`config.mk`:
```
export PLATFORM = sky130hd
export DESIGN_NAME = tiv_top
export DESIGN_NICKNAME = d
export VERILOG_FILES = /design/src/rtl/tiv_pkg.sv /design/src/rtl/tiv_top.sv /design/src/rtl/tiv_vector_gen.sv /design/src/rtl/tiv_ctrl_decoder.sv
export SDC_FILE = /design/constraint.sdc
export NUM_CORES = 1
export LEC_CHECK = 0
export BUFFER_PORTS_ARGS = -buffer_cell sky130_fd_sc_hd__buf_4
export CORE_UTILIZATION = 55
export CTS_CLUSTER_DIAMETER = 60
export DETAILED_ROUTE_END_ITERATION = 12
export PLACE_DENSITY_LB_ADDON = 0.12
export SYNTH_ARGS = -nofsm -noshare
export SYNTH_HDL_FRONTEND = slang
export SYNTH_SLANG_ARGS = --single-unit
export TNS_END_PERCENT = 5
```
`constraint.sdc`:
```
create_clock -name I_REF_CLK -period 7 [get_ports I_REF_CLK]
set_input_delay 0.7 -clock I_REF_CLK [delete_from_list [all_inputs] [get_ports I_REF_CLK]]
set_output_delay 0.7 -clock I_REF_CLK [all_outputs]
set_load 0.01 [all_outputs]
```
`src/rtl/tiv_pkg.sv`:
```
// package: constants and types for the terminal interrupt vector control
package tiv_pkg;

    // ==========================================
    // sizes
    localparam int NUM_CTRL = 8;
    localparam int SEL_W = 3;
    localparam int ADDR_W = 12;
    localparam int DEC_IN_W = 4;
    localparam int DEC_OUT_W = 16;

    // ==========================================
    // special addresses
    localparam logic [ADDR_W-1:0] VEC_BASE = 12'hff0;
    localparam logic [ADDR_W-1:0] SAVE_AREA_ADDR = 12'hff8;
    localparam logic [ADDR_W-1:0] RTC_VEC_ADDR = 12'hfc0;
    localparam logic [5:0] VEC_TOP_ONES = 6'h3f;
    localparam logic [2:0] FIRST_LOW_BIT5 = 3'h5;

    // ==========================================
    // register map (byte offsets)
    localparam logic [7:0] REG_CMD_OFS = 8'h00;
    localparam logic [7:0] REG_MASK_OFS = 8'h04;
    localparam logic [7:0] REG_STATUS_OFS = 8'h08;
    localparam logic [7:0] REG_VECTOR_OFS = 8'h0c;
    localparam int CMD_EI_BIT = 0;
    localparam int CMD_DI_BIT = 1;
    localparam int MASK_GATE_BIT = 8;
    localparam int MASK_RTC_BIT = 9;
    localparam logic [7:0] MASK_RESET = 8'hff;
    localparam logic GATE_RESET = 1'b1;
    localparam logic RTC_MASK_RESET = 1'b1;

    // ==========================================
    // timing
    localparam int CLK_PERIOD_NS = 10;
    localparam int SEL_CLK_PERIOD_NS = 1000;
    localparam int SEL_CLK_CYCLES = (SEL_CLK_PERIOD_NS + CLK_PERIOD_NS - 1) / CLK_PERIOD_NS;
    localparam int SEL_DIV_W = 7;

    // ==========================================
    // ahb
    localparam logic [1:0] HTRANS_IDLE = 2'h0;
    localparam logic [1:0] HTRANS_NONSEQ = 2'h2;
    localparam logic HRESP_OKAY = 1'b0;

    typedef struct packed {
        logic valid;
        logic from_rtc;
        logic [SEL_W-1:0] source;
        logic [ADDR_W-1:0] addr;
    } tiv_vector_t;

    typedef enum logic [1:0] {
        TIV_RUN = 2'b00,
        TIV_TAKE = 2'b01,
        TIV_ACTIVE = 2'b10
    } tiv_state_t;

endpackage

```
`src/rtl/tiv_top.sv`:
```
// interrupt vector control: request gating, priority select, vectors, ahb registers
//
// The AHB-Lite interface to the registers and the register offsets were left to the implementer.
`timescale 1ns/10ps
`default_nettype none
module tiv_top
    import tiv_pkg::*;
(
    input wire logic I_REF_CLK,
    input wire logic I_RESET_N,
    // ahb-lite slave
    input wire logic I_HSEL,
    input wire logic [31:0] I_HADDR,
    input wire logic [1:0] I_HTRANS,
    input wire logic I_HWRITE,
    input wire logic [2:0] I_HSIZE,
    input wire logic [31:0] I_HWDATA,
    input wire logic I_HREADY,
    output logic [31:0] O_HRDATA,
    output logic O_HREADYOUT,
    output logic O_HRESP,
    // controller and clock requests (pins)
    input wire logic [NUM_CTRL-1:0] I_CTRL_IRQ,
    input wire logic I_RTC_IRQ,
    // processor sequencing
    input wire logic I_INSTR_END,
    input wire logic I_DI_INSTR,
    input wire logic I_EI_INSTR,
    input wire logic I_WAIT_INSTR,
    input wire logic I_AUTO_EXEC,
    input wire logic I_COMP_INT,
    input wire logic I_EXT_EXEC,
    input wire logic I_EXEC_N,
    input wire logic I_IO_OPCODE_N,
    input wire logic [DEC_IN_W-1:0] I_OPERAND_N,
    output logic O_INT_TAKE,
    output var tiv_vector_t O_VECTOR,
    output logic O_SAVE_EN,
    output logic [ADDR_W-1:0] O_SAVE_ADDR,
    output logic O_RTC_SEL_CLK,
    output logic O_IO_SEL_CLK,
    output logic [DEC_OUT_W-1:0] O_CTRL_SEL
);
    // ==========================================
    // pin synchronisers
    localparam int NREQ = NUM_CTRL + 1;
    logic [NREQ-1:0] req_pin;
    logic [NREQ-1:0] s1_reg;
    logic [NREQ-1:0] s2_reg;
    logic [NREQ-1:0] s3_reg;
    logic [NREQ-1:0] req_reg;

    assign req_pin = {I_RTC_IRQ, I_CTRL_IRQ};

    genvar g;
    generate
        for (g = 0; g < NREQ; g++) begin : g_sync
            always_ff @(posedge I_REF_CLK or negedge I_RESET_N) begin
                if (!I_RESET_N) begin
                    s1_reg[g] <= 1'b0;
                    s2_reg[g] <= 1'b0;
                    s3_reg[g] <= 1'b0;
                    req_reg[g] <= 1'b0;
                end else begin
                    s1_reg[g] <= req_pin[g];
                    s2_reg[g] <= s1_reg[g];
                    s3_reg[g] <= s2_reg[g];
                    if (s2_reg[g] == s3_reg[g]) begin
                        req_reg[g] <= s3_reg[g];
                    end
                end
            end
        end
    endgenerate

    // ==========================================
    // registers
    logic [NUM_CTRL-1:0] mask_reg;
    logic gate_reg;
    logic rtc_mask_reg;
    logic enable_reg;
    logic ahb_wr_reg;
    logic [7:0] ahb_addr_reg;
    logic sw_ei;
    logic sw_di;
    logic addr_phase;
    logic [31:0] rdata_next;
    tiv_state_t state_reg;
    tiv_vector_t vector_reg;
    logic [SEL_W-1:0] ptr_reg;

    assign addr_phase = I_HSEL & I_HREADY & (I_HTRANS == HTRANS_NONSEQ);
    assign O_HREADYOUT = 1'b1;
    assign O_HRESP = HRESP_OKAY;

    always_ff @(posedge I_REF_CLK or negedge I_RESET_N) begin
        if (!I_RESET_N) begin
            ahb_wr_reg <= 1'b0;
            ahb_addr_reg <= '0;
        end else begin
            ahb_wr_reg <= addr_phase & I_HWRITE;
            ahb_addr_reg <= addr_phase ? I_HADDR[7:0] : ahb_addr_reg;
        end
    end

    assign sw_ei = ahb_wr_reg & (ahb_addr_reg == REG_CMD_OFS) & I_HWDATA[CMD_EI_BIT];
    assign sw_di = ahb_wr_reg & (ahb_addr_reg == REG_CMD_OFS) & I_HWDATA[CMD_DI_BIT];

    always_ff @(posedge I_REF_CLK or negedge I_RESET_N) begin
        if (!I_RESET_N) begin
            mask_reg <= MASK_RESET;
            gate_reg <= GATE_RESET;
            rtc_mask_reg <= RTC_MASK_RESET;
        end else if (ahb_wr_reg && ahb_addr_reg == REG_MASK_OFS) begin
            mask_reg <= I_HWDATA[NUM_CTRL-1:0];
            gate_reg <= I_HWDATA[MASK_GATE_BIT];
            rtc_mask_reg <= I_HWDATA[MASK_RTC_BIT];
        end
    end

    always_comb begin
        rdata_next = '0;
        unique case (I_HADDR[7:0])
            REG_CMD_OFS: rdata_next[0] = enable_reg;
            REG_MASK_OFS: begin
                rdata_next[NUM_CTRL-1:0] = mask_reg;
                rdata_next[MASK_GATE_BIT] = gate_reg;
                rdata_next[MASK_RTC_BIT] = rtc_mask_reg;
            end
            REG_STATUS_OFS: begin
                rdata_next[0] = enable_reg;
                rdata_next[1] = (state_reg == TIV_ACTIVE);
                rdata_next[6:4] = ptr_reg;
                rdata_next[16:8] = req_reg;
            end
            REG_VECTOR_OFS: rdata_next[16:0] = vector_reg;
            default: rdata_next = '0;
        endcase
    end

    always_ff @(posedge I_REF_CLK or negedge I_RESET_N) begin
        if (!I_RESET_N) begin
            O_HRDATA <= '0;
        end else if (addr_phase && !I_HWRITE) begin
            O_HRDATA <= rdata_next;
        end
    end

    // ==========================================
    // priority select clock
    logic [SEL_DIV_W-1:0] div_reg;
    logic div_tick;
    logic sel_clk;
    logic rtc_raised;

    assign div_tick = (div_reg == SEL_DIV_W'(SEL_CLK_CYCLES - 1));

    always_ff @(posedge I_REF_CLK or negedge I_RESET_N) begin
        if (!I_RESET_N) begin
            div_reg <= '0;
        end else begin
            div_reg <= div_tick ? '0 : div_reg + 1'b1;
        end
    end

    assign sel_clk = div_tick & ~gate_reg;
    assign O_RTC_SEL_CLK = sel_clk & ~I_WAIT_INSTR & ~I_AUTO_EXEC;
    assign rtc_raised = req_reg[NUM_CTRL] & ~rtc_mask_reg;
    assign O_IO_SEL_CLK = O_RTC_SEL_CLK & ~rtc_raised;

    // circulating start point for the controller scan
    always_ff @(posedge I_REF_CLK or negedge I_RESET_N) begin
        if (!I_RESET_N) begin
            ptr_reg <= '0;
        end else if (O_IO_SEL_CLK) begin
            ptr_reg <= ptr_reg + 1'b1;
        end
    end

    // ==========================================
    // request gating and selection
    logic [NUM_CTRL-1:0] live;
    logic any_pending;
    logic found;
    logic [SEL_W-1:0] pick;
    logic [SEL_W-1:0] idx;

    assign live = req_reg[NUM_CTRL-1:0] & ~mask_reg;
    assign any_pending = (|live) | rtc_raised;

    always_comb begin
        found = 1'b0;
        pick = '0;
        idx = '0;
        for (int k = 0; k < NUM_CTRL; k++) begin
            idx = ptr_reg + SEL_W'(k);
            if (!found && live[idx]) begin
                found = 1'b1;
                pick = idx;
            end
        end
    end

    // ==========================================
    // acceptance sequence
    always_ff @(posedge I_REF_CLK or negedge I_RESET_N) begin
        if (!I_RESET_N) begin
            state_reg <= TIV_RUN;
        end else begin
            unique case (state_reg)
                TIV_RUN: begin
                    if (I_INSTR_END && enable_reg && any_pending) begin
                        state_reg <= TIV_TAKE;
                    end
                end
                TIV_TAKE: state_reg <= TIV_ACTIVE;
                TIV_ACTIVE: begin
                    if (I_COMP_INT) begin
                        state_reg <= TIV_RUN;
                    end
                end
            endcase
        end
    end

    // enable: the enable instruction or a command-register EI write sets it, except in TIV_ACTIVE; any clear wins
    always_ff @(posedge I_REF_CLK or negedge I_RESET_N) begin
        if (!I_RESET_N) begin
            enable_reg <= 1'b0;
        end else if (I_DI_INSTR || sw_di || state_reg == TIV_TAKE) begin
            enable_reg <= 1'b0;
        end else if ((I_EI_INSTR || sw_ei) && state_reg != TIV_ACTIVE) begin
            enable_reg <= 1'b1;
        end
    end

    // vector latched at the boundary; highest priority is the clock unit
    logic [ADDR_W-1:0] gen_addr;
    logic [SEL_W-1:0] gen_src;

    assign gen_src = rtc_raised ? '0 : pick;

    always_ff @(posedge I_REF_CLK or negedge I_RESET_N) begin
        if (!I_RESET_N) begin
            vector_reg <= '0;
        end else if (state_reg == TIV_RUN && I_INSTR_END && enable_reg && any_pending) begin
            vector_reg.valid <= 1'b1;
            vector_reg.from_rtc <= rtc_raised;
            vector_reg.source <= gen_src;
            vector_reg.addr <= gen_addr;
        end else if (state_reg == TIV_ACTIVE && I_COMP_INT) begin
            vector_reg.valid <= 1'b0;
        end
    end

    assign O_VECTOR = vector_reg;
    assign O_INT_TAKE = (state_reg == TIV_TAKE);

    tiv_vector_gen u_vec (
        .i_source(gen_src),
        .i_from_rtc(rtc_raised),
        .i_comp_int(I_COMP_INT),
        .i_ext_exec(I_EXT_EXEC),
        .i_int_active(state_reg == TIV_ACTIVE),
        .o_vec_addr(gen_addr),
        .o_save_en(O_SAVE_EN),
        .o_save_addr(O_SAVE_ADDR)
    );

    tiv_ctrl_decoder u_dec (
        .i_clk(I_REF_CLK),
        .i_rst_n(I_RESET_N),
        .i_operand_n(I_OPERAND_N),
        .i_exec_n(I_EXEC_N),
        .i_io_opcode_n(I_IO_OPCODE_N),
        .o_select(O_CTRL_SEL)
    );
endmodule // tiv_top
`default_nettype wire

```
`src/rtl/tiv_vector_gen.sv`:
```
// special status-area and save-area address generator
`timescale 1ns/10ps
`default_nettype none
module tiv_vector_gen
    import tiv_pkg::*;
(
    input wire logic [SEL_W-1:0] i_source,
    input wire logic i_from_rtc,
    input wire logic i_comp_int,
    input wire logic i_ext_exec,
    input wire logic i_int_active,
    output logic [ADDR_W-1:0] o_vec_addr,
    output logic o_save_en,
    output logic [ADDR_W-1:0] o_save_addr
);
    logic [ADDR_W-1:0] step;
    logic [ADDR_W-1:0] ctrl_addr;

    // four bytes per controller, counting down from the base
    assign step = {{(ADDR_W-SEL_W-2){1'b0}}, i_source, 2'b00};
    assign ctrl_addr = VEC_BASE - step;

    always_comb begin
        o_vec_addr = ctrl_addr;
        o_vec_addr[ADDR_W-1:6] = VEC_TOP_ONES;
        o_vec_addr[5] = (i_source >= FIRST_LOW_BIT5) ? 1'b0 : 1'b1;
        o_vec_addr[1:0] = 2'b00;
        if (i_from_rtc) begin
            o_vec_addr = RTC_VEC_ADDR;
        end
    end

    assign o_save_en = i_comp_int | (i_ext_exec & i_int_active);
    assign o_save_addr = o_save_en ? SAVE_AREA_ADDR : '0;
endmodule // tiv_vector_gen
`default_nettype wire

```
`src/rtl/tiv_ctrl_decoder.sv`:
```
// four-to-sixteen controller select decoder
`timescale 1ns/10ps
`default_nettype none
module tiv_ctrl_decoder
    import tiv_pkg::*;
(
    input wire logic i_clk,
    input wire logic i_rst_n,
    input wire logic [DEC_IN_W-1:0] i_operand_n,
    input wire logic i_exec_n,
    input wire logic i_io_opcode_n,
    output logic [DEC_OUT_W-1:0] o_select
);
    logic [DEC_IN_W-1:0] index;
    logic enable;

    assign index = ~i_operand_n;
    assign enable = ~i_exec_n & ~i_io_opcode_n;

    // output 15 is the real-time clock; others go to the jumper blocks
    always_ff @(posedge i_clk or negedge i_rst_n) begin
        if (!i_rst_n) begin
            o_select <= '0;
        end else begin
            o_select <= enable ? (16'h0001 << index) : '0;
        end
    end
endmodule // tiv_ctrl_decoder
`default_nettype wire

```
# Word-level counts from Yosys, hierarchy flattened
# Cells that the tools add are included.
# word_totals
reg_bits	118
input_bits	96
out_inout_bits	83
wordCells	201
# op_classes
addsub	9
order_cmp	9
eq_ne	20
n_shift	1
muxes	51
bitwise	25
reduce_logical	35
# ops
op	n
3-bit by 4-bit < comparator with 1-bit output (second input constant)	8
3-bit 2-to-1 mux	9
1-bit binary-select mux with 3-bit select	8
1-bit 2-to-1 mux	20
8-bit by 3-bit equality test with 1-bit output (second input constant)	2
8-bit by 4-bit equality test with 1-bit output (second input constant)	2
1-bit logical AND	16
8-bit logical NOT	2
16-bit 2-to-1 mux	1
1-bit by 4-bit left shift with 16-bit output (first input constant)	1
7-bit case mux with 2 select lines	1
1-bit AND	13
3-bit adder (second input constant)	4
12-bit 2-to-1 mux	1
2-bit case mux with 3 select lines	2
1-bit equality test	9
3-bit case mux with 3 select lines	1
8-bit AND	1
1-bit logical NOT	8
8-bit NOT	1
8-bit OR reduction	1
7-bit by 1-bit adder with 7-bit output (second input constant)	1
7-bit equality test (second input constant)	1
7-bit 2-to-1 mux	1
other kinds (20)	36

# Logic depth before layout (Yosys ltp)
# Gate-level depths: netlist of the first run.
# depth
depth_word	30
ltp_mapped	14
depth_no_buf	13

# Cells and area by module
# From an unflattened synthesis of the first run, not the netlist that was laid out.
# hier_totals
hier_cells	510
area_unflattened_um2	5940.7
# by_module_without_submodules
module	instances	cells_per_inst	area_each_um2	seq_area_each_um2
tiv_top	1	438	5162.5	2565.0
tiv_ctrl_decoder	1	39	546.8	400.4
tiv_vector_gen	1	33	231.5	0.0

# Least setup slack after synthesis of the first run
# OpenSTA, ideal clock, no wires.
# synth_path
kind	register to register
startpoint	reg ptr_reg[0]
endpoint	reg vector_reg (netlist bit O_VECTOR[4])
setup_ns	0.066
arrival_ns	3.470
required_time_ns	6.934
setup_slack_ns	3.464
path_stages_with_launch	14
n_path_buf	2
period_less_slack_ns	3.536
cell_sequence	dfrtp_1 > buf_6 > inv_6 > ha_1 > clkbuf_1 > mux4_2 > or4_1 > a211o_1 > o2111ai_2 > o21ai_2 > ha_1 > or3_1 > nor3_1 > a221o_1
# synth_between
elab_cells_between_ends	55
classes_between	8 x add/sub; 33 x mux; 14 x reduce/logical
# synth_lines
element	line_no	source
start: declaration	tiv_top.sv:90	logic [SEL_W-1:0] ptr_reg;
start signal: assignment	tiv_top.sv:176	ptr_reg <= ptr_reg + 1'b1;
3-bit adder *	tiv_top.sv:196	idx = ptr_reg + SEL_W'(k);
net idx[0]	tiv_top.sv:186	logic [SEL_W-1:0] idx;
1-bit binary-select mux with 3-bit select	tiv_top.sv:197	if (!found && live[idx]) begin
1-bit 2-to-1 mux (not written as such)	tiv_top.sv:197	
1-bit logical AND	tiv_top.sv:197	
3-bit 2-to-1 mux *	tiv_top.sv:197	
3-bit 2-to-1 mux *	tiv_top.sv:241	assign gen_src = rtc_raised ? '0 : pick;
5-bit subtractor *	tiv_vector_gen.sv:21	assign ctrl_addr = VEC_BASE - step;
6-bit 2-to-1 mux *	tiv_vector_gen.sv:28	if (i_from_rtc) begin
end: declaration	tiv_top.sv:89	tiv_vector_t vector_reg;
# The timed path passes the listed nets; every way through them passes the cells marked *. The select of a mux whose other input is x is not followed.
# A chain may end at the register's enable or synchronous reset.

# Final worst setup path of the first run
# layout_path
startpoint	reg ptr_reg[0]
endpoint	reg vector_reg (netlist bit O_VECTOR[4])
# layout_between
elab_chain_cells	27
elab_cells_between_ends	55
classes_between	8 x add/sub; 33 x mux; 14 x reduce/logical
# layout_lines
element	line_no
branches (longest 23 deep; another with 3-bit by 1-bit adder with 3-bit output)	--
3-bit 2-to-1 mux *	tiv_top.sv:197
3-bit 2-to-1 mux *	tiv_top.sv:241
5-bit subtractor *	tiv_vector_gen.sv:21
6-bit 2-to-1 mux *	tiv_vector_gen.sv:28
# Mark *: on every way between the ends. The select of a mux whose other input is x is not followed.

==> results.md, run 1 <==
- Initial antenna violation count: 0
- Cells after Synth: 491
- Sequential Power Share: 0.517
- Global-route wire length before repair: a little under 20,000 um
- CTS tree: done
- DRC viols: 0
- Tot GR Track Use: 0.2532
- Largest net degree at the start of global routing: 71
- RSZ-0062 raised after global routing: no
- Top cell by count, worst path: ha_1
- CP max-delay cell: dfrtp_1
- Int Power: a little under 1 mW
- Worst r2r src: ptr_reg[0]$_DFFE_PN0P_
- Clock period minus final worst setup slack: about 4.3 ns
- Total gr overflow: 0
- Most frequent cells in the layout: buf_4, dfrtp_1, nand2_1
- Async S/R FF share, synth: 1.000
- Full die area: 10,310 um^2
- Flops & latches, synth: 110
- # resized after CTS: 0
- Fraction of the cycle the final worst path needs: 0.6169
- Cells on worst reg2reg path: 12
- Total number of vias: 3,970
- Top flop regs: O_HRDATA x17, u_dec.o_select x16
- Worst setup path end: O_VECTOR[4]$_DFFE_PN0P_
- EDFF count, synth: 0
- Post-Route WL: 12,150 um
- Slew Limit Fails: 0
- Routed WL per cell: approximately 17 um
- Setup violation total in the final timing report: 0
- TritonCTS Buffers: 9
- Max VDD drop: between 0.00015 and 0.0002 V
- Layout cell share with drive strength beyond 1: 0.3014
- Post-Route Utilization: 0.6739
- Combinational Power Share: 0.219
- HP Class: in -> async
- Ant diodes: 0
- Worst-path cell chain: ha_1, xnor2_1, mux4_2, mux2i_4, o211ai_1, nor4_2, o311a_1, inv_1, ha_1, or3_1, nor3_1, a221o_1
- Hold Vio Cnt, Final: 0
- Critical Path Fanout Max: 20
- Register area share after synthesis: 0.5076
- Setup Buffers After CTS: 0
- R2R Setup Slk: approximately 2.7 ns
- PortBufs: ~110
- Worst Setup SP: ptr_reg[0]$_DFFE_PN0P_
- Vias in the first global route: slightly below 4,000
- Max Cap Violations: 0
- Net Sw Frac: 0.3163
- Gpl congestion: ~0.94
- Pwr dens: 228.5 nW/um^2
- Site row count: 35
- Synthesized cell area: 5448 um^2
- Die Y: 101.5 um
- Top reg by flops: O_HRDATA
- Vias/cell: between 5 and 6
- Floorplan core area: about 9400 um^2
- Rel. slew slack: 0.3963
- DRT antenna net count: 0
- CTS Hold Bufs: 0
- Status: completed
- CTS root buf: clkbuf_8
- Least-Margin Pin Slew: just over 0.9 ns
- Crit. End Element: flop
- Largest register FFs: 17
- Worst stage delay on the critical path: approximately 0.72 ns
- Initial Util: 0.5786
- I/O pin count: 179
- Filler instances: about 750
- Fmax: 0.2316 GHz
- Clock skew: roughly 0.015 ns
- Setup TNS: 0 ns
- Area Growth Syn to Fin: 16.47%
- Startpoint types: flop
- Switching power: between 400 and 500 uW
- Clock power share: 0.264
- WS Path Type: reg -> reg
- Reg clk slew, reported paths: about 0.12 ns
- Synth warn: 0
- Critical path required time: ~7.3 ns
- Lkg Pwr: about 2.9 nW
- R2r endpoint: O_VECTOR[4]$_DFFE_PN0P_
- CP arrival: between 4 and 5 ns
- Syn avg cell area: 11.10 um^2
- Clock Sinks: 110
- Setup Slack @ Placement: approximately 2.7 ns
- Commonest non-fill, non-tap cell in the layout: buf_4
- Post-DP HPWL: around 9100 um
- Worst setup margin: 2.682 ns
- Iter 0 DRT Violations: about 230
- CTS HTree Levels: 3
- Worst skew pair latency: approximately 0.37 ns
- Main synth FF type: dfrtp_1
- CTS Buffer Depth: 2
- Distinct cell type count after synthesis: 65
- Nets@finish: 683
- Die width: between 100 and 150 um
- DRT Pass-1 Iters: 4
cell usage after synthesis (5+ instances only):
cell type,count,area (um^2)
ha_1,8,100.1
mux2i_1,8,80.08
mux4_2,11,247.7
dfstp_2,10,262.8
xnor2_1,5,43.79
maj3_1,9,90.09
nand3_1,7,35.03
nand2b_1,16,100.1
nand2_1,49,183.9
nor2b_1,14,87.58
nor2_1,31,116.4
buf_4,38,285.3
a21oi_1,10,50.05
inv_1,15,56.30
o21ai_0,26,130.1
nor3_1,10,50.05
mux2_2,22,247.7
o21ai_1,5,25.02
a22oi_1,12,90.09
dfrtp_1,100,2502
clkbuf_1,10,37.54
power groups by stage:
stage,Combinational [mW],Sequential (mW),Clock (mW)
after floorplan,0.203,0.751,0
after global placement,0.308,0.759,0
after detailed placement,0.318,0.760,0
after CTS,0.319,0.749,0.388
after global routing,0.351,0.759,0.409
final,0.318,0.750,0.382
how the worst min path moves through the flow:
stage                        startpoint                   to  slack (ns)  cells past startpoint
floorplan           s1_reg[0]$_DFF_PN0_  s2_reg[0]$_DFF_PN0_        0.33                      0
global placement    s1_reg[1]$_DFF_PN0_  s2_reg[1]$_DFF_PN0_        0.33                      0
detailed placement  s1_reg[1]$_DFF_PN0_  s2_reg[1]$_DFF_PN0_        0.33                      0
CTS                           I_RESET_N  s1_reg[3]$_DFF_PN0_        0.29                      1
global route                  I_RESET_N  s1_reg[3]$_DFF_PN0_        0.31                      1
finish                        I_RESET_N  s1_reg[3]$_DFF_PN0_        0.29                      1
through the flow:
step,area (um^2),power (mW),hold slack [ns],instances
finish,6345,1.450,0.2915,713
CTS,6345,1.456,0.2913,713
global placement,6145,1.066,0.3325,697
floorplan,5523,0.9538,0.3312,511
detailed placement,6145,1.078,0.3347,697
global route,6345,1.519,0.3111,713
area by class of cell:
cell class	count	area, um^2	area share
multi-input combinational	333	2338	0.3686
inverter	17	68.82	0.01085
timing repair buffer	108	810.8	0.1278
clock buffer	9	123.9	0.01952
sequential	110	2765	0.4358
tap	129	161.4	0.02544
clock inverter	7	76.32	0.01203
layer usage:
layer / vias to the layer above / part of all wire / global-route usage
met5: - / 0 / 0
met4: 0 / 0.027 / 0.09476
met3: 22 / 0.041 / 0.04279
met2: 121 / 0.48 / 0.4059
met1: 1963 / 0.45 / 0.3490
li1: 1864 / - / -
logic make-up (layout without fill, tap and decap cells):
group	count (synthesis)	count (layout)	share of synthesized area
other	2	22	0.001379
XOR/XNOR	8	8	0.01286
flip-flops	110	110	0.5076
buffers and inverters	68	141	0.07694
adder cells (fa/ha/maj)	17	17	0.03491
AO/OA/AOI/OAI	90	90	0.1139
AND/OR/NAND/NOR	154	154	0.1426
multiplexers	42	42	0.1098
critical path: cells and delay by family (launching register included):
family,cells,cell delay (ns)
fa+ha+maj,2,0.68
simple gates,3,0.98
buf+inv,1,0.09
mux,2,0.62
compound gates,3,0.68
xor+xnor,1,0.48
flops,1,0.72
Power figures use the tool's default switching activity.
==> run 2, diff against run 1 <==
--- a/config.mk
+++ b/config.mk
@@ -6,7 +6,7 @@
 export NUM_CORES = 1
 export LEC_CHECK = 0
 export BUFFER_PORTS_ARGS = -buffer_cell sky130_fd_sc_hd__buf_4
-export CORE_UTILIZATION = 55
+export CORE_UTILIZATION = 51
 export CTS_CLUSTER_DIAMETER = 60
 export DETAILED_ROUTE_END_ITERATION = 12
 export PLACE_DENSITY_LB_ADDON = 0.12
==> constraint.sdc (replaced) <==
create_clock -name I_REF_CLK -period 4.2 [get_ports I_REF_CLK]
set_input_delay 0.42 -clock I_REF_CLK [delete_from_list [all_inputs] [get_ports I_REF_CLK]]
set_output_delay 0.42 -clock I_REF_CLK [all_outputs]
set_load 0.01 [all_outputs]
==> run 2 against run 1 <==
Compared with the run above:
- clock skew decreased by 0.0074 ns
- non-clock buffer count increased by 7
- clock-buffer cell count increased by 1
- cell count increased by 2.0%
- maximum frequency increased by 15%
- total power increased by 74%
- sequential cell count unchanged
- sequential share of layout area decreased by 0.69 points
- combinational power increased by 69%
- critical endpoint unchanged
- critical path type unchanged
==> results.md, run 2 (synthesis results as in run 1) <==
- Iter 0 DRT Violations: 235
- Setup violation total in the final timing report: 0
- Sequential Power Share: 0.495
- CTS tree: done
- Critical Path Fanout Max: 10
- Startpoint types: flop
- DRT Pass-1 Iters: 5
- DRC viols: 0
- Total gr overflow: 0
- Lkg Pwr: 2.953 nW
- Top reg by flops: O_HRDATA
- Routed WL per cell: ~18 um
- Site row count: 37
- Largest register FFs: 17
- Net Sw Frac: 0.2943
- Fmax: ~0.27 GHz
- CTS root buf: clkbuf_8
- Largest net degree at the start of global routing: 70
- Total number of vias: 4,062
- Area Growth Syn to Fin: 18.33%
- Slew Limit Fails: 0
- Vias in the first global route: slightly above 4,000
- HP Class: in -> reg
- Critical path required time: 4.51 ns
- Hold path cells: 1
- Tot GR Track Use: 0.2462
- Clock skew: approximately 0.0075 ns
- Reg clk slew, reported paths: 0.11 ns
- Gpl congestion: roughly 0.91
- Clock Sinks: 110
- Status: completed
- Hold Vio Cnt, Final: 0
- CP arrival: about 4 ns
- Least-Margin Pin Slew: between 0.9 and 1 ns
- Clock power share: 0.292
- Initial antenna violation count: 0
- Layout cell share with drive strength beyond 1: 0.3080
- Clock period minus final worst setup slack: roughly 3.8 ns
- WS Path Type: reg -> reg
- Total power: 2.527 mW
- RSZ-0062 raised after global routing: no
- I/O pin count: between 150 and 200
- Die Y: 105.4 um
- DRT antenna net count: 0
- Ant diodes: 0
- Cells on worst reg2reg path: 11
- Switching power: around 740 uW
- Top flop regs: O_HRDATA x17, u_dec.o_select x16
- PortBufs: approximately 110
- Most frequent cells in the layout: buf_4, dfrtp_1, nand2_1
- Floorplan core area: a little over 10,000 um^2
- Global-route wire length before repair: roughly 21,000 um
- Combinational Power Share: 0.213
- Filler instances: ~850
- Setup TNS: 0 ns
- Rel. slew slack: 0.3555
- Max VDD drop: around 0.00026 V
- Commonest non-fill, non-tap cell in the layout: buf_4
- TritonCTS Buffers: 9
- Post-DP HPWL: around 9400 um
- Post-Route WL: 12,860 um
- Worst Hold Slack: 0.1450 ns
- Full die area: between 10,000 and 15,000 um^2
- Nets@finish: 690
- Fraction of the cycle the final worst path needs: 0.8965
- Worst skew pair latency: between 0.3 and 0.4 ns
- Max Cap Violations: 0
- Initial Util: 0.5277
- Int Power: between 1.5 and 2 mW
- Crit. End Element: flop
- Die width: approximately 110 um
- CTS HTree Levels: 3
- CTS Buffer Depth: 2
- Pwr dens: between 300 and 400 nW/um^2
- Vias/cell: between 5 and 6
- Post-Route Utilization: 0.6244
-- run 2: power groups by stage --
stage	clock [mW]	sequential, mW	combinational [mW]
6_report	0.737	1.25	0.539
5_1_grt	0.787	1.26	0.591
4_1_cts	0.751	1.25	0.541
3_5_place_dp	0	1.27	0.538
3_3_place_gp	0	1.26	0.521
2_1_floorplan	0	1.25	0.339
-- run 2: timing repair --
action / in CTS / in global routing
resized for setup: 0 / 0
endpoints found under the hold margin: 10 / 0
setup endpoints to repair: 0 / 0
hold buffers: 1 / 0
buffers inserted: 0 / 0
-- run 2: path summary, 6_finish.rpt --
kind	startpoint	end	slack (ns)
max	ptr_reg[1]$_DFFE_PN0P_	O_VECTOR[4]$_DFFE_PN0P_	0.43
min	I_CTRL_IRQ[6]	s1_reg[6]$_DFF_PN0_	0.14
max reg2reg	ptr_reg[1]$_DFFE_PN0P_	O_VECTOR[4]$_DFFE_PN0P_	0.43
min reg2reg	s1_reg[0]$_DFF_PN0_	s2_reg[0]$_DFF_PN0_	0.36
max in group asynchronous	I_RESET_N	s1_reg[4]$_DFF_PN0_	2.68
min in group asynchronous	I_RESET_N	div_reg[4]$_DFF_PN0_	0.42
-- run 2: through the flow --
step / setup slack, ns / cells / instance area, um^2
2_1_floorplan: 0.6636 / 511 / 5523
3_3_place_gp: 0.5288 / 710 / 6198
3_5_place_dp: 0.4713 / 710 / 6198
4_1_cts: 0.4401 / 727 / 6446
5_1_grt: 0.2100 / 727 / 6446
6_report: 0.4348 / 727 / 6446
-- run 2: layer usage --
metal  up-vias  global-route usage  wire [um]
li1       1867                   -          -
met1      2054              0.3078       5344
met2       119              0.4248       6622
met3        22             0.03587        594
met4         0              0.1087        301
met5         -                   0          0
-- run 2: layout make-up --
| type | count | area (um^2) | share of cell area |
|---|---|---|---|
| Sequential cell | 110 | 2765 | 0.4290 |
| Multi-Input combinational cell | 333 | 2338 | 0.3628 |
| Timing Repair Buffer | 115 | 865.8 | 0.1343 |
| Tap cell | 136 | 170.2 | 0.02640 |
| Clock buffer | 10 | 137.6 | 0.02135 |
| Clock inverter | 6 | 100.1 | 0.01553 |
| Inverter | 17 | 68.82 | 0.01068 |
-- run 2: worst max-delay path, cell delays in order, from the launching register on --
cell and delay [ns]:
dfrtp_1 0.59, inv_2 0.07, ha_1 0.53, mux4_2 0.63, or4_1 0.52, a211o_1 0.28
o2111ai_2 0.08, o21ai_2 0.14, ha_1 0.23, or3_1 0.36, nor3_1 0.13, a221o_1 0.14
==> run 3, diff against run 2 <==
--- a/config.mk
+++ b/config.mk
@@ -9,6 +9,7 @@
 export CORE_UTILIZATION = 51
 export CTS_CLUSTER_DIAMETER = 60
 export DETAILED_ROUTE_END_ITERATION = 12
+export MAX_ROUTING_LAYER = met4
 export PLACE_DENSITY_LB_ADDON = 0.12
 export SYNTH_ARGS = -nofsm -noshare
 export SYNTH_HDL_FRONTEND = slang
==> run 3 against run 2 <==
Compared with the run above:
- combinational power about the same
- worst hold slack improved by 0.021 ns
- clock skew increased by 0.0013 ns
- total power decreased by 3.7%
- sequential share of layout area increased by 0.20 points
- critical path type unchanged
- clock-buffer cell count unchanged
- maximum frequency decreased by 0.36%
- via count decreased by 0.22%
- die area unchanged
- wire length decreased by 2.3%
- sequential power about the same
==> results.md, run 3 (synthesis results as in run 1) <==
- Initial antenna violation count: 0
- Rel. slew slack: 0.3806
- Hold path cells: 1
- Fraction of the cycle the final worst path needs: 0.8998
- CP max-delay cell: mux4_2
- Global route hottest layer: met2
- Setup Buffers After CTS: 0
- Total gr overflow: 0
- DRC viols: 0
- Top reg by flops: O_HRDATA
- Worst stage delay on the critical path: between 0.6 and 0.7 ns
- Worst Hold Slack: approximately 0.17 ns
- Top cell by count, worst path: ha_1
- WS Path Type: reg -> reg
- Top flop regs: O_HRDATA x17, u_dec.o_select x16
- Most frequent cells in the layout: buf_4, dfrtp_1, nand2_1
- Die Y: approximately 110 um
- Setup violation total in the final timing report: 0
- Reg clk slew, reported paths: around 0.10 ns
- CTS Buffer Depth: 2
- Least-Margin Pin Slew: slightly above 0.9 ns
- Hold Vio Cnt, Final: 0
- Vias in the first global route: 4,073
- DRT antenna net count: 0
- Status: completed
- Full die area: between 10,000 and 15,000 um^2
- Gpl congestion: just over 0.9
- Post-Route Utilization: 0.6215
- Total power: about 2.4 mW
- Commonest non-fill, non-tap cell in the layout: buf_4
- Setup Slack @ Placement: about 0.47 ns
- HP Class: in -> reg
- Tot GR Track Use: 0.2447
- Iter 0 DRT Violations: 218
- I/O pin count: roughly 180
- Largest net degree at the start of global routing: 63
- Post-DP HPWL: about 9400 um
- CTS Hold Bufs: 1
- Total number of vias: between 4,000 and 5,000
- Setup TNS: 0 ns
- CTS root buf: clkbuf_8
- Worst skew pair latency: 0.36 ns
- Total number of cells along the worst setup path: 11
- Floorplan core area: 10,320 um^2
- Fmax: 0.2646 GHz
- Met3 Track Usage GR: 0.03958
- Crit. End Element: flop
- Worst setup margin: 0.4210 ns
- Startpoint types: flop
- CTS HTree Levels: 3
- Post-Route WL: approximately 13,000 um
- Global-route wire length before repair: ~21,000 um
- CTS tree: done
- Delay-heaviest family, CP: simple AND/OR/NAND/NOR gates
- Largest register FFs: 17
- Nets@finish: 690
- CP arrival: 4.07 ns
- Clock period minus final worst setup slack: roughly 3.8 ns
- Slew Limit Fails: 0
- Area Growth Syn to Fin: 17.78%
- Die width: approximately 110 um
- Critical Path Fanout Max: 10
- Cells on worst reg2reg path: 11
- Critical path required time: ~4.5 ns
- Ant diodes: 0
- Pwr dens: roughly 380 nW/um^2
- PortBufs: 107
- Max VDD drop: roughly 0.00028 V
- GR Util met2: 0.3929
- Lkg Pwr: between 2 and 3 nW
- Vias/cell: roughly 5.6
- Routed WL per cell: 17.28 um
- # resized after CTS: 0
- Max Cap Violations: 0
- Worst-path cell chain: inv_2, ha_1, mux4_2, or4_1, a211o_1, o2111ai_2, o21ai_2, ha_1, or3_1, nor3_1, a221o_1
- TritonCTS Buffers: 9
- Met1 usage in global routing: 0.3267
- DRT Pass-1 Iters: 5
- Buffers & Inverters on Critical Path: 1
- Clock skew: ~0.0087 ns
- Site row count: 37
- Initial Util: 0.5277
- Layout cell share with drive strength beyond 1: 0.3080
- Clock Sinks: 110
- RSZ-0062 raised after global routing: no
## run 3: worst reg2reg max path, stage by stage (launching register included)
cell and delay, ns:
dfrtp_1 0.60, inv_2 0.07, ha_1 0.53, mux4_2 0.63, or4_1 0.53, a211o_1 0.29
o2111ai_2 0.08, o21ai_2 0.13, ha_1 0.24, or3_1 0.37, nor3_1 0.14, a221o_1 0.13
## run 3: area by class of cell
type / instances / area [um^2]
Multi-Input combinational cell: 333 / 2338
Timing Repair Buffer: 115 / 865.8
Fill cell: 848 / 3908
Clock buffer: 10 / 137.6
Clock inverter: 6 / 70.07
Tap cell: 136 / 170.2
Inverter: 17 / 68.82
Sequential cell: 110 / 2765
## run 3: stage by stage
step | cells | instance area (um^2)
after global routing | 727 | 6416
after floorplan | 511 | 5523
final | 727 | 6416
after detailed placement | 710 | 6198
after global placement | 710 | 6198
after CTS | 727 | 6416
## run 3: routing by layer
| metal | vias up | routed length, um |
|---|---|---|
| met5 | - | 0 |
| met4 | 0 | 131 |
| met3 | 15 | 646 |
| met2 | 134 | 6263 |
| met1 | 2033 | 5522 |
| li1 | 1871 | - |
## run 3: power breakdown
| part | internal [mW] | switching, mW | total (mW) |
|---|---|---|---|
| Sequential | 1.16 | 0.0891 | 1.25 |
| Clock | 0.296 | 0.352 | 0.649 |
| Combinational | 0.263 | 0.277 | 0.540 |
| Total | 1.72 | 0.718 | 2.43 |
## run 3: worst paths after layout
| path | from | slack (ns) | endpoint |
|---|---|---|---|
| max | ptr_reg[1]$_DFFE_PN0P_ | 0.42 | O_VECTOR[4]$_DFFE_PN0P_ |
| min | I_CTRL_IRQ[1] | 0.17 | s1_reg[1]$_DFF_PN0_ |
| max reg2reg | ptr_reg[1]$_DFFE_PN0P_ | 0.42 | O_VECTOR[4]$_DFFE_PN0P_ |
| min reg2reg | s1_reg[5]$_DFF_PN0_ | 0.35 | s2_reg[5]$_DFF_PN0_ |
| max in group asynchronous | I_RESET_N | 2.71 | s2_reg[8]$_DFF_PN0_ |
| min in group asynchronous | I_RESET_N | 0.44 | div_reg[5]$_DFF_PN0_ |
